### src/logic/scp_consts.svh
// Register byte addresses, field positions, reset values and timing figures for class policy
`ifndef SCP_CONSTS_SVH
`define SCP_CONSTS_SVH

`define SCP_ADDR_IPMAP_LO   8'h3F
`define SCP_ADDR_IPMAP_HI   8'h40
`define SCP_ADDR_TAGMAP_LO  8'h41
`define SCP_ADDR_TAGMAP_HI  8'h42
`define SCP_ADDR_WEIGHT_LO  8'h43
`define SCP_ADDR_WEIGHT_HI  8'h44
`define SCP_ADDR_RSVD_LO    8'h45
`define SCP_ADDR_RSVD_HI    8'h46
`define SCP_ADDR_RESOLVE    8'h47
`define SCP_ADDR_MIRROR_LO  8'h48
`define SCP_ADDR_MIRROR_HI  8'h49
`define SCP_ADDR_AGEFILT    8'h4A

// Class resolution register fields
`define SCP_RES_IP_EN       0
`define SCP_RES_TAG_EN      1
`define SCP_RES_MODE        2
`define SCP_RES_TAG_FIRST   3
`define SCP_RES_DEF_LSB     4
`define SCP_RES_MASK        8'h3F
`define SCP_RES_RESET       8'h14

// Mirror register fields
`define SCP_MIR_SRC_LSB     0
`define SCP_MIR_DST_LSB     4
`define SCP_MIR_RX_EN       8
`define SCP_MIR_TX_EN       9
`define SCP_MIR_MASK        16'h0377
`define SCP_MIR_RESET       16'h0000

// Queue weight register: weight fields every four bits
`define SCP_WGT_MASK        16'h7777
`define SCP_WGT_RESET       16'h0000
`define SCP_MAP_RESET       16'h0000

// Aging and filter register fields
`define SCP_AGE_SEL_LSB     0
`define SCP_AGE_DIS         2
`define SCP_FWD_FCS         3
`define SCP_FWD_SHORT       4
`define SCP_DROP_MACCTL     5
`define SCP_DROP_RSVD       6
`define SCP_AGEFILT_MASK    8'h7F
`define SCP_AGEFILT_RESET   8'h01

// Address lifetime step per aging code, in seconds
`define SCP_AGE_STEP_S      11'd300

// Filtered frame fields
`define SCP_MACCTL_TYPE     16'h8808
`define SCP_RSVD_GROUP_HI   44'h0180C20000_0

`endif

### src/logic/scp_pkg.sv
// Types shared by the class policy block
package scp_pkg;

   // Frame descriptor offered for classification and filtering
   typedef struct packed {
      logic        valid;
      logic        ip_found;
      logic [2:0]  ip_prec;
      logic        tag_found;
      logic [2:0]  user_prio;
      logic        port_pri_en;
      logic [1:0]  port_class;
      logic        fcs_error;
      logic        short_frame;
      logic [15:0] ether_type;
      logic [47:0] dest_addr;
      logic [2:0]  rx_port;
   } scp_frame_type;

   // Verdict for one frame
   typedef struct packed {
      logic       valid;
      logic [1:0] class_id;
      logic       drop;
      logic       mirror_copy;
   } scp_verdict_type;

   // Transmit event from one port
   typedef struct packed {
      logic       valid;
      logic [2:0] tx_port;
   } scp_tx_event_type;

   // Source ordering used by the resolver
   typedef enum logic [1:0] {
      SCP_SRC_IP   = 2'b00,
      SCP_SRC_TAG  = 2'b01,
      SCP_SRC_PORT = 2'b10,
      SCP_SRC_DEF  = 2'b11
   } scp_source_type;

endpackage : scp_pkg

### src/logic/scp_weight_decode.sv
// Decoder from 3-bit queue weight codes to relative weights and their total
`timescale 1ns/1ps
`include "scp_consts.svh"

module scp_weight_decode #(
   parameter int QUEUES = 4
) (
   input  wire logic [15:0]         weight_reg,
   output logic      [QUEUES*6-1:0] weight_vec,
   output logic      [7:0]          weight_sum
);

   // Codes 110 and 111 are unused; they decode to zero so the queue takes no share
   function automatic logic [5:0] decode_weight(input logic [2:0] code);
      logic [5:0] w;
      w = 6'h00;
      if (code <= 3'h5) begin
         w = 6'h01 << code;
      end
      return w;
   endfunction : decode_weight

   // One decoder per queue, field y at bits 4y+2..4y
   genvar q;
   generate
      for (q = 0; q < QUEUES; q++) begin : g_queue
         assign weight_vec[q*6 +: 6] = decode_weight(weight_reg[q*4 +: 3]);
      end
   endgenerate

   // Total of decoded weights; share of queue y is weight y over this sum
   always_comb begin
      weight_sum = 8'h00;
      for (int i = 0; i < QUEUES; i++) begin
         weight_sum = weight_sum + {2'b00, weight_vec[i*6 +: 6]};
      end
   end

endmodule : scp_weight_decode

### src/logic/scp_policy.sv
// Class of service, mirroring, aging and frame filter policy for the switch core
//
// What this block does
// Eight 2-bit IP precedence fields map precedence 0..7 to class 0..3.
// Eight 2-bit tag user-priority fields map priority 0..7 to class 0..3.
// Four 3-bit queue weights; share equals decoded weight over total.
// Weight codes 000..101 decode to 1,2,4,8,16,32; 110 and 111 unused.
// IP enable set makes IP precedence a considered class source.
// Tag enable set makes tag user priority a considered class source.
// Mode 0 gives the highest class of all enabled sources.
// Mode 1 takes first found source, then port priority, then default class.
// Ordered mode: order bit 1 ranks tag first, 0 ranks IP first.
// Default class, bits 5-4, reset 01, used when nothing else applies.
// Monitored port bits 2-0, monitoring port bits 6-4, one monitored port.
// Receive mirror bit 8 copies frames received on monitored port.
// Transmit mirror bit 9 copies frames sent by monitored port.
// Aging code selects 300, 600, 900 or 1200 seconds, reset code 01.
// Aging disable bit 2 stops removal of learned entries by age.
// Bit 3 forwards frames with a bad check sequence instead of dropping.
// Bit 4 forwards undersized frames instead of dropping them.
// MAC control drop bit discards frames of type 8808.
// Reserved group drop discards reserved group addresses except bridge group.
// IP enable, tag enable and reserved drop reset from strap levels.
// Configuration writes affect only frames offered after the write.
`timescale 1ns/1ps
`include "scp_consts.svh"

module scp_policy #(
   parameter int QUEUES = 4
) (
   input  wire logic                     sys_clk,
   input  wire logic                     rstn,
   input  wire logic                     strap_ip_priority_enable,
   input  wire logic                     strap_tag_priority_enable,
   input  wire logic                     strap_drop_reserved_group_da,
   input  wire logic [7:0]               cfg_addr,
   input  wire logic                     cfg_wr_en,
   input  wire logic [7:0]               cfg_wdata,
   output logic      [7:0]               cfg_rdata,
   input  wire scp_pkg::scp_frame_type    frame_in,
   output scp_pkg::scp_verdict_type       verdict,
   input  wire scp_pkg::scp_tx_event_type tx_event,
   output logic                          tx_mirror_copy,
   output logic      [2:0]               mirror_target_port,
   output logic      [QUEUES*6-1:0]      queue_weights,
   output logic      [7:0]               queue_weight_total,
   output logic      [10:0]              aging_lifetime_s,
   output logic                          aging_enable
);

   // Configuration registers
   logic [15:0] ip_precedence_class_map_q, ip_precedence_class_map_d;
   logic [15:0] vlan_user_priority_class_map_q, vlan_user_priority_class_map_d;
   logic [15:0] class_queue_weights_q, class_queue_weights_d;
   logic [7:0]  class_resolution_config_q, class_resolution_config_d;
   logic [15:0] traffic_mirror_config_q, traffic_mirror_config_d;
   logic [7:0]  aging_and_filter_config_q, aging_and_filter_config_d;

   // Output registers
   logic [7:0]               cfg_rdata_d;
   scp_pkg::scp_verdict_type verdict_d;
   logic                     tx_mirror_copy_d;
   logic [2:0]               mirror_target_port_d;
   logic [QUEUES*6-1:0]      queue_weights_d;
   logic [7:0]               queue_weight_total_d;
   logic [10:0]              aging_lifetime_s_d;
   logic                     aging_enable_d;

   // Decoded fields
   logic       ip_priority_enable;
   logic       tag_priority_enable;
   logic       resolution_mode;
   logic       tag_first_precedence;
   logic [1:0] default_class;
   logic [2:0] monitored_port;
   logic [2:0] monitoring_port;
   logic       rx_mirror_enable;
   logic       tx_mirror_enable;
   logic [1:0] aging_time_select;
   logic       aging_disable;
   logic       fwd_fcs_error_frames;
   logic       fwd_short_frames;
   logic       drop_mac_control_type;
   logic       drop_reserved_group_da;

   assign ip_priority_enable     = class_resolution_config_q[`SCP_RES_IP_EN];
   assign tag_priority_enable    = class_resolution_config_q[`SCP_RES_TAG_EN];
   assign resolution_mode        = class_resolution_config_q[`SCP_RES_MODE];
   assign tag_first_precedence   = class_resolution_config_q[`SCP_RES_TAG_FIRST];
   assign default_class          = class_resolution_config_q[`SCP_RES_DEF_LSB +: 2];
   assign monitored_port         = traffic_mirror_config_q[`SCP_MIR_SRC_LSB +: 3];
   assign monitoring_port        = traffic_mirror_config_q[`SCP_MIR_DST_LSB +: 3];
   assign rx_mirror_enable       = traffic_mirror_config_q[`SCP_MIR_RX_EN];
   assign tx_mirror_enable       = traffic_mirror_config_q[`SCP_MIR_TX_EN];
   assign aging_time_select      = aging_and_filter_config_q[`SCP_AGE_SEL_LSB +: 2];
   assign aging_disable          = aging_and_filter_config_q[`SCP_AGE_DIS];
   assign fwd_fcs_error_frames   = aging_and_filter_config_q[`SCP_FWD_FCS];
   assign fwd_short_frames       = aging_and_filter_config_q[`SCP_FWD_SHORT];
   assign drop_mac_control_type  = aging_and_filter_config_q[`SCP_DROP_MACCTL];
   assign drop_reserved_group_da = aging_and_filter_config_q[`SCP_DROP_RSVD];

   // Class lookup in a packed eight-entry map, shared by the IP and tag tables
   function automatic logic [1:0] map_class(input logic [15:0] map, input logic [2:0] idx);
      return map[{idx, 1'b0} +: 2];
   endfunction : map_class

   // Weight decoder; combinational, registered below
   logic [QUEUES*6-1:0] weight_vec;
   logic [7:0]          weight_sum;

   scp_weight_decode #(
      .QUEUES     (QUEUES)
   ) u_weight_decode (
      .weight_reg (class_queue_weights_q),
      .weight_vec (weight_vec),
      .weight_sum (weight_sum)
   );

   // Register writes, byte wide; 16-bit registers have their low byte at the lower address.
   // Straps are sampled while reset is held, so the value at the release is kept.
   always_comb begin
      ip_precedence_class_map_d      = ip_precedence_class_map_q;
      vlan_user_priority_class_map_d = vlan_user_priority_class_map_q;
      class_queue_weights_d          = class_queue_weights_q;
      class_resolution_config_d      = class_resolution_config_q;
      traffic_mirror_config_d        = traffic_mirror_config_q;
      aging_and_filter_config_d      = aging_and_filter_config_q;
      if (!rstn) begin
         ip_precedence_class_map_d      = `SCP_MAP_RESET;
         vlan_user_priority_class_map_d = `SCP_MAP_RESET;
         class_queue_weights_d          = `SCP_WGT_RESET;
         class_resolution_config_d      = `SCP_RES_RESET;
         class_resolution_config_d[`SCP_RES_IP_EN]  = strap_ip_priority_enable;
         class_resolution_config_d[`SCP_RES_TAG_EN] = strap_tag_priority_enable;
         traffic_mirror_config_d        = `SCP_MIR_RESET;
         aging_and_filter_config_d      = `SCP_AGEFILT_RESET;
         aging_and_filter_config_d[`SCP_DROP_RSVD] = strap_drop_reserved_group_da;
      end else if (cfg_wr_en) begin
         unique case (cfg_addr)
            `SCP_ADDR_IPMAP_LO:  ip_precedence_class_map_d[7:0]       = cfg_wdata;
            `SCP_ADDR_IPMAP_HI:  ip_precedence_class_map_d[15:8]      = cfg_wdata;
            `SCP_ADDR_TAGMAP_LO: vlan_user_priority_class_map_d[7:0]  = cfg_wdata;
            `SCP_ADDR_TAGMAP_HI: vlan_user_priority_class_map_d[15:8] = cfg_wdata;
            `SCP_ADDR_WEIGHT_LO: begin
               class_queue_weights_d[7:0]  = cfg_wdata & 8'h77;
            end
            `SCP_ADDR_WEIGHT_HI: begin
               class_queue_weights_d[15:8] = cfg_wdata & 8'h77;
            end
            `SCP_ADDR_RESOLVE:   class_resolution_config_d = cfg_wdata & `SCP_RES_MASK;
            `SCP_ADDR_MIRROR_LO: traffic_mirror_config_d[7:0] = cfg_wdata & 8'h77;
            `SCP_ADDR_MIRROR_HI: traffic_mirror_config_d[15:8] = cfg_wdata & 8'h03;
            `SCP_ADDR_AGEFILT:   aging_and_filter_config_d = cfg_wdata & `SCP_AGEFILT_MASK;
            default: begin
               // Reserved and unmapped addresses take no write
            end
         endcase
      end
   end

   always_ff @(posedge sys_clk) begin
      ip_precedence_class_map_q      <= ip_precedence_class_map_d;
      vlan_user_priority_class_map_q <= vlan_user_priority_class_map_d;
      class_queue_weights_q          <= class_queue_weights_d;
      class_resolution_config_q      <= class_resolution_config_d;
      traffic_mirror_config_q        <= traffic_mirror_config_d;
      aging_and_filter_config_q      <= aging_and_filter_config_d;
   end

   // Read data one cycle after the address; reserved and unmapped bytes read zero
   always_comb begin
      cfg_rdata_d = 8'h00;
      unique case (cfg_addr)
         `SCP_ADDR_IPMAP_LO:  cfg_rdata_d = ip_precedence_class_map_q[7:0];
         `SCP_ADDR_IPMAP_HI:  cfg_rdata_d = ip_precedence_class_map_q[15:8];
         `SCP_ADDR_TAGMAP_LO: cfg_rdata_d = vlan_user_priority_class_map_q[7:0];
         `SCP_ADDR_TAGMAP_HI: cfg_rdata_d = vlan_user_priority_class_map_q[15:8];
         `SCP_ADDR_WEIGHT_LO: cfg_rdata_d = class_queue_weights_q[7:0];
         `SCP_ADDR_WEIGHT_HI: cfg_rdata_d = class_queue_weights_q[15:8];
         `SCP_ADDR_RESOLVE:   cfg_rdata_d = class_resolution_config_q;
         `SCP_ADDR_MIRROR_LO: cfg_rdata_d = traffic_mirror_config_q[7:0];
         `SCP_ADDR_MIRROR_HI: cfg_rdata_d = traffic_mirror_config_q[15:8];
         `SCP_ADDR_AGEFILT:   cfg_rdata_d = aging_and_filter_config_q;
         default:             cfg_rdata_d = 8'h00;
      endcase
      if (!rstn) begin
         cfg_rdata_d = 8'h00;
      end
   end

   // Candidate classes of each source, valid only when enabled and present
   logic       ip_hit;
   logic       tag_hit;
   logic       port_hit;
   logic [1:0] ip_class;
   logic [1:0] tag_class;
   logic [1:0] port_class;
   logic [1:0] best_class;
   logic [1:0] ordered_class;

   assign ip_hit     = ip_priority_enable && frame_in.ip_found;
   assign tag_hit    = tag_priority_enable && frame_in.tag_found;
   assign port_hit   = frame_in.port_pri_en;
   assign ip_class   = map_class(ip_precedence_class_map_q, frame_in.ip_prec);
   assign tag_class  = map_class(vlan_user_priority_class_map_q, frame_in.user_prio);
   assign port_class = frame_in.port_class;

   // Highest class among enabled sources, default class when none applies
   always_comb begin
      best_class = 2'h0;
      if (ip_hit && ip_class > best_class) begin
         best_class = ip_class;
      end
      if (tag_hit && tag_class > best_class) begin
         best_class = tag_class;
      end
      if (port_hit && port_class > best_class) begin
         best_class = port_class;
      end
      if (!ip_hit && !tag_hit && !port_hit) begin
         best_class = default_class;
      end
   end

   // First source found in the configured order
   always_comb begin
      scp_pkg::scp_source_type pick;
      pick = scp_pkg::SCP_SRC_DEF;
      if (tag_first_precedence) begin
         if (tag_hit)       pick = scp_pkg::SCP_SRC_TAG;
         else if (ip_hit)   pick = scp_pkg::SCP_SRC_IP;
         else if (port_hit) pick = scp_pkg::SCP_SRC_PORT;
      end else begin
         if (ip_hit)        pick = scp_pkg::SCP_SRC_IP;
         else if (tag_hit)  pick = scp_pkg::SCP_SRC_TAG;
         else if (port_hit) pick = scp_pkg::SCP_SRC_PORT;
      end
      unique case (pick)
         scp_pkg::SCP_SRC_IP:   ordered_class = ip_class;
         scp_pkg::SCP_SRC_TAG:  ordered_class = tag_class;
         scp_pkg::SCP_SRC_PORT: ordered_class = port_class;
         scp_pkg::SCP_SRC_DEF:  ordered_class = default_class;
      endcase
   end

   // Filter decisions for the offered frame
   logic rsvd_group_da;
   logic frame_drop;

   assign rsvd_group_da = (frame_in.dest_addr[47:4] == `SCP_RSVD_GROUP_HI)
                          && (frame_in.dest_addr[3:0] != 4'h0);
   assign frame_drop    = (frame_in.fcs_error && !fwd_fcs_error_frames)
                          || (frame_in.short_frame && !fwd_short_frames)
                          || (drop_mac_control_type
                              && frame_in.ether_type == `SCP_MACCTL_TYPE)
                          || (drop_reserved_group_da && rsvd_group_da);

   // Verdict, mirror and status outputs; decided from the settings in force at the offer edge,
   // so a later write never changes a verdict already issued
   always_comb begin
      verdict_d             = '0;
      tx_mirror_copy_d      = 1'b0;
      mirror_target_port_d  = monitoring_port;
      queue_weights_d       = weight_vec;
      queue_weight_total_d  = weight_sum;
      aging_enable_d        = !aging_disable;
      aging_lifetime_s_d    = 11'(`SCP_AGE_STEP_S * ({9'h000, aging_time_select} + 11'h001));
      if (frame_in.valid) begin
         verdict_d.valid       = 1'b1;
         verdict_d.class_id    = resolution_mode ? ordered_class : best_class;
         verdict_d.drop        = frame_drop;
         verdict_d.mirror_copy = rx_mirror_enable
                                 && frame_in.rx_port == monitored_port;
      end
      if (tx_event.valid) begin
         tx_mirror_copy_d = tx_mirror_enable && tx_event.tx_port == monitored_port;
      end
      if (!rstn) begin
         verdict_d            = '0;
         tx_mirror_copy_d     = 1'b0;
         mirror_target_port_d = 3'h0;
         queue_weights_d      = '0;
         queue_weight_total_d = 8'h00;
         aging_enable_d       = 1'b0;
         aging_lifetime_s_d   = 11'h000;
      end
   end

   always_ff @(posedge sys_clk) begin
      cfg_rdata          <= cfg_rdata_d;
      verdict            <= verdict_d;
      tx_mirror_copy     <= tx_mirror_copy_d;
      mirror_target_port <= mirror_target_port_d;
      queue_weights      <= queue_weights_d;
      queue_weight_total <= queue_weight_total_d;
      aging_lifetime_s   <= aging_lifetime_s_d;
      aging_enable       <= aging_enable_d;
   end

endmodule : scp_policy

### config.mk
export PLATFORM = sky130hd
export DESIGN_NAME = scp_policy
export DESIGN_NICKNAME = d
export VERILOG_FILES = /design/src/logic/scp_pkg.sv /design/src/logic/scp_weight_decode.sv /design/src/logic/scp_policy.sv
export VERILOG_INCLUDE_DIRS = /design/src /design/src/logic
export SDC_FILE = /design/constraint.sdc
export NUM_CORES = 1
export LEC_CHECK = 0
export ABC_AREA = 0
export BUFFER_PORTS_ARGS = -buffer_cell sky130_fd_sc_hd__buf_2
export CAP_MARGIN = 20
export CORE_MARGIN = 4
export CORE_UTILIZATION = 57
export CTS_CLUSTER_DIAMETER = 80
export CTS_CLUSTER_SIZE = 20
export DETAILED_ROUTE_END_ITERATION = 16
export PLACE_DENSITY = 0.86
export SLEW_MARGIN = 0
export SYNTH_ARGS = -nofsm -noshare
export SYNTH_HDL_FRONTEND = slang
export SYNTH_SLANG_ARGS = --single-unit
### constraint.sdc
create_clock -name sys_clk -period 12.5 [get_ports sys_clk]
set_clock_uncertainty 0.05 [all_clocks]
set_input_delay 2.5 -clock sys_clk [delete_from_list [all_inputs] [get_ports sys_clk]]
set_output_delay 2.5 -clock sys_clk [all_outputs]
set_load 0.1 [all_outputs]
# After elaboration in Yosys (flattened, before gate mapping)
# Index checks and enable logic that the tools add are counted.
[word_totals] ff_bits=126 in_bits=107 output_inout_bits=61 elab_cells=125
[op_classes] addsub=4 mul=1 order_cmp=7 n_eq_ne=20 n_shift=6 n_mux=24 reduce_logical=39
[ops] op="8-bit case mux with 10 select lines" count=1
[ops] op="8-bit by 7-bit equality test with 1-bit output, second input constant" count=9
[ops] op="44-bit by 37-bit equality test with 1-bit output, second input constant" count=1
[ops] op="16-bit by 5-bit indexed part select with 2-bit output" count=2
[ops] op="2-bit AND reduction" count=14
[ops] op="2-bit 2-to-1 mux" count=13
[ops] op="6-bit 2-to-1 mux" count=4
[ops] op="1-bit by 3-bit left shift with 6-bit output, first input constant" count=4
[ops] op="7-bit 2-to-1 mux" count=3
[ops] op="8-bit by 6-bit adder with 8-bit output" count=2
[ops] op="16-bit equality test, second input constant" count=1
[ops] op="1-bit logical AND" count=14
[ops] op="3-bit less-or-equal comparator, second input constant" count=4
[ops] op="7-bit by 3-bit multiplier with 9-bit output, first input constant" count=1
[ops] op="8-bit by 6-bit equality test with 1-bit output, second input constant" count=1
[ops] op="2-bit case mux with 4 select lines" count=1
[ops] op="6-bit by 6-bit adder with 7-bit output" count=1
[ops] op="3-bit equality test" count=2
[ops] op="1-bit logical NOT" count=6
[ops] op="2-bit by 1-bit inequality test with 1-bit output, second input constant" count=3
[ops] op="5-bit 2-to-1 mux" count=1
[ops] op="2-bit equality test, second input constant" count=2
[ops] op="2-bit greater-than comparator" count=2
[ops] op="4-bit nonzero test" count=1
[ops] op="6 further kinds" count=8

# Longest topological paths before layout
[depth] ltp_word=13 mapped_depth=16 mapped_depth_nobuf=15

# Cells and area by module
# A second synthesis with hierarchy kept.
[hier_totals] hier_cells=645 area_unflattened_um2=6338.6
[by_module_without_submodules] mod="scp_policy" n_inst=1 cells_per_inst=556 area_each_um2=5600.4 seq_area_each_um2=2512.4
[by_module_without_submodules] mod="scp_weight_decode" n_inst=1 cells_per_inst=89 area_each_um2=738.2 seq_area_each_um2=0.0

# Worst setup path after synthesis
# Ideal clock, no wire load.
[synth_timing] path_type="input-to-reg" start="input port frame_in[76] (netlist bit)" end="register verdict[2] (netlist bit)" setup_ns=0.072 t_arrival_ns=5.798 required_ns=12.378 slack_ns=6.581 cell_stages=15 n_path_buf=1 cell_sequence="buf_2 -> mux2_2 -> mux4_2 -> nand2_1 -> inv_1 -> ha_1 -> nand2_1 -> o211ai_1 -> mux2i_1 -> ha_1 -> nor2b_1 -> o211a_1 -> or2_2 -> or3b_2 -> a2bb2oi_1"
[synth_via] elab_chain_len=12 elab_cells_between_ends=13 classes_between="3 x order compare; 1 x shift; 6 x mux; 3 x reduce/logical"
[synth_rtl] element="start: declaration" line_no="scp_policy.sv:40" rtl="input wire scp_pkg::scp_frame_type frame_in,"
[synth_rtl] element="16-bit by 5-bit indexed part select with 2-bit output (*)" line_no="scp_policy.sv:104" rtl="return map[{idx, 1'b0} +: 2];"
[synth_rtl] element="2-bit by 1-bit greater-than comparator with 1-bit output" line_no="scp_policy.sv:211" rtl="if (ip_hit && ip_class > best_class) begin"
[synth_rtl] element="1-bit logical AND" line_no="scp_policy.sv:211"
[synth_rtl] element="2-bit 2-to-1 mux" line_no="scp_policy.sv:211"
[synth_rtl] element="2-bit greater-than comparator" line_no="scp_policy.sv:214" rtl="if (tag_hit && tag_class > best_class) begin"
[synth_rtl] element="1-bit logical AND" line_no="scp_policy.sv:214"
[synth_rtl] element="2-bit 2-to-1 mux" line_no="scp_policy.sv:214"
[synth_rtl] element="2-bit greater-than comparator" line_no="scp_policy.sv:217" rtl="if (port_hit && port_class > best_class) begin"
[synth_rtl] element="1-bit logical AND" line_no="scp_policy.sv:217"
[synth_rtl] element="2-bit 2-to-1 mux" line_no="scp_policy.sv:217"
[synth_rtl] element="2-bit 2-to-1 mux" line_no="scp_policy.sv:220" rtl="if (!ip_hit && !tag_hit && !port_hit) begin"
[synth_rtl] element="2-bit 2-to-1 mux (*)" line_no="scp_policy.sv:270" rtl="verdict_d.class_id = resolution_mode ? ordered_class : best_class;"
[synth_rtl] element="end signal: assignment" line_no="scp_policy.sv:291" rtl="verdict <= verdict_d;"
[synth_rtl] element="end: declaration" line_no="scp_policy.sv:41" rtl="output scp_pkg::scp_verdict_type verdict,"
# Every way passes the cells marked *; elsewhere a longest branch is shown, timed or not.
# A chain may end at the register's enable or synchronous reset.

# Worst setup path in the final report
[layout_timing] start="input port frame_in[72] (netlist bit)" end="register verdict[3] (netlist bit)"
[layout_via] elab_chain_len=9 elab_cells_between_ends=10 classes_between="2 x order compare; 1 x shift; 5 x mux; 2 x reduce/logical"
[layout_rtl] element="16-bit by 5-bit indexed part select with 2-bit output (*)" line_no="scp_policy.sv:104"
[layout_rtl] element="2-bit greater-than comparator" line_no="scp_policy.sv:214"
[layout_rtl] element="1-bit logical AND" line_no="scp_policy.sv:214"
[layout_rtl] element="2-bit 2-to-1 mux" line_no="scp_policy.sv:214"
[layout_rtl] element="2-bit greater-than comparator" line_no="scp_policy.sv:217"
[layout_rtl] element="1-bit logical AND" line_no="scp_policy.sv:217"
[layout_rtl] element="2-bit 2-to-1 mux" line_no="scp_policy.sv:217"
[layout_rtl] element="2-bit 2-to-1 mux" line_no="scp_policy.sv:220"
[layout_rtl] element="2-bit 2-to-1 mux (*)" line_no="scp_policy.sv:270"
# Marks and branches as above.

==> impl_metrics.json <==
{
  "status": "completed",
  "ys_seq_area_share_pct": 40.3,
  "grt_antenna_before_repair": 0,
  "reg2reg_from": "vlan_user_priority_class_map_q[1]",
  "synth_cell_types": 67,
  "slew_headroom_pct": 32.5,
  "reg2reg_slack_ns": 8.48,
  "r2r-end": "verdict[3]",
  "h-tree-depth": 4,
  "drt-total-wl_um": 19100,
  "ant_nets": 0,
  "cts_resized": 0,
  "grtUsageTotal_pct": 29.6,
  "antenna_cells": 0,
  "mostFrequentLayoutCell": "buf_2",
  "wl_per_cell_um": 19.1,
  "holdPathStages": 2,
  "p_leak_nw": 3.39,
  "ys.flop_type": "dfxtp_1",
  "hpwlAfterDp_um": 14100,
  "hold_violations": 0,
  "hold_path.class": "register to register",
  "clock_latency_ns": 0.53,
  "first_pass_iters": 8,
  "die_h_um": 113,
  "worst_pin_slew_ns": 1.01,
  "ir_worst_vdd_mv": 0.0778,
  "place_congestion": 0.996,
  "drt_drc_violations_left": 0,
  "grt_pass1_wl_um": 29700,
  "fill_cells": 820,
  "numCtsBuffers": 17,
  "power_density_nw_per_um2": 125,
  "synth_edf_count": 3,
  "cts_root_buffer": "clkbuf_8",
  "synthCells": 714,
  "setup_viol": 0,
  "synth_top_area_share_pct": 38.8,
  "cts_setup_buffers": 0,
  "grt_max_degree": 51,
  "slew_violations": 0,
  "rsz0062_at_grt": "false",
  "avgSynthCellArea_um2": 8.74,
  "grt_pass1_vias": 5742,
  "dr.first_iter.drc_count": 543,
  "max_cap_viol_count": 0,
  "critPathLaunchType": "input pin",
  "reg2reg_depth": 12,
  "ys_top_cells_by_area": "dfxtp_1 39%, mux2i_1 5.1%, nand2_1 5.0%",
  "layout_common_cells": "165 x buf_2, 121 x dfxtp_1, 83 x nand2_1, 58 x nor2_1, 53 x a21oi_1",
  "critPathKind": "input pin to register",
  "synthArstFlopShare_pct": 0,
  "final_area_um2": 7610,
  "min_period_over_period_pct": 46.7,
  "cp_data_arrival_time_ns": 6.23,
  "rows": 37,
  "clkTransAtPathRegs_ns": 0.06,
  "power.total_uw": 954,
  "place_area_um2": 7040,
  "area_growth_pct": 22.0,
  "ys_warn_count": 0,
  "min_to": "aging_and_filter_config_q[3]",
  "dieArea_um2": 12700,
  "die_w_um": 113,
  "hold_buffers": 0,
  "numClockSinks": 124,
  "cp.required_ns": 12.89,
  "ioPinCount": 168,
  "crit_fanout": 7,
  "min_from": "aging_and_filter_config_q[3]",
  "synth_area_leader_cell": "dfxtp_1",
  "critPathCaptureType": "register",
  "initial_core_util_pct": 59.4,
  "clock_path_buffers": 2,
  "vias_per_cell": 6.01,
  "num_vias": 5994,
  "max_freq_ghz": 0.171,
  "synth_area_um2": 6240,
  "drive_gt1_share_pct": 26.5,
  "startpoint": "frame_in[72]",
  "finalNetCount": 986,
  "portBuffers": 165,
  "min_period_ns": 5.84,
  "core_area_um2": 10500,
  "cts_tree": "done",
  "ys_ff_latch": 124,
  "gr-total-overflow": 0,
  "final.setup.tns_ns": 0
}
-- Yosys cell counts, drive strengths merged, types with 12 or more instances --
cell,number
a21oi,53
nand2,84
mux2i,32
nand3,50
a22oi,14
inv,28
clkbuf,40
dfxtp,121
and2,14
nor4,12
ha,21
nor3,23
nor2,59
mux2,12
-- kinds of logic after synthesis --
logic type               synth area share [%]
adder cells (fa/ha/maj)                  6.78
AO/OA/AOI/OAI                            11.5
XOR/XNOR                                 1.97
multiplexers                             9.10
AND/OR/NAND/NOR                          25.4
other                                  0.0601
buffers and inverters                    4.95
flip-flops                               40.3
-- through the flow --
step / utilization [%] / setup slack (ns) / hold WS (ns) / cells
2_1_floorplan: - / 6.58 / 0.364 / 715
3_3_place_gp: 67.0 / 6.35 / 0.395 / 967
3_5_place_dp: 67.0 / 6.19 / 0.408 / 967
4_1_cts: 72.4 / 6.70 / 0.419 / 998
5_1_grt: 72.4 / 6.52 / 0.436 / 998
6_report: 72.4 / 6.66 / 0.420 / 998
-- report_power, final --
group / internal, mW / leakage [nW] / switching [mW]
clock: 0.302 / 0.285 / 0.168
sequential: 0.401 / 1.01 / 0.00200
combinational: 0.0242 / 2.10 / 0.0569
total: 0.727 / 3.39 / 0.227
-- metal layers --
layer | up-vias | GRT usage, % | routed length, µm
li1 | 2788 | - | -
met1 | 2752 | 37.5 | 7190
met2 | 383 | 48.6 | 8980
met3 | 71 | 6.79 | 2240
met4 | 0 | 12.4 | 687
met5 | - | 0 | 0
-- flip-flops by register name, indices dropped and copies added, names as in the netlist, 7 cells and up --
register                        count
ip_precedence_class_map_q          16
aging_lifetime_s                    9
vlan_user_priority_class_map_q     16
cfg_rdata                           8
queue_weight_total                  8
traffic_mirror_config_q             8
queue_weights                      24
class_queue_weights_q              12
aging_and_filter_config_q           7
-- worst max-delay path: stages --
cell	delay [ns]
buf_2	0.15
mux4_2	0.52
mux2_2	0.34
ha_1	0.32
nor2b_1	0.13
o211ai_1	0.45
mux2i_1	0.25
ha_1	0.27
nor2b_1	0.15
o211a_1	0.24
or2_2	0.31
or3b_2	0.46
a22oi_1	0.16
-- area by class of cell --
| class | count | area [µm²] | share of cell area [%] |
|---|---|---|---|
| Multi-Input combinational cell | 513 | 3420 | 45.0 |
| Sequential cell | 124 | 2510 | 33.0 |
| Timing Repair Buffer | 166 | 833 | 11.0 |
| Clock buffer | 24 | 480 | 6.31 |
| Tap cell | 136 | 170 | 2.24 |
| Inverter | 28 | 105 | 1.38 |
| Clock inverter | 7 | 86.3 | 1.13 |
-- how the worst max path moves through the flow --
stage / depth (start not counted) / slack [ns] / end
final: 13 / 6.66 / verdict[3]
after CTS: 13 / 6.70 / verdict[3]
after global routing: 13 / 6.52 / verdict[3]
after floorplan: 15 / 6.58 / verdict[2]
after global placement: 13 / 6.35 / verdict[3]
after detailed placement: 13 / 6.19 / verdict[3]
(Power assumes the default switching activity.)
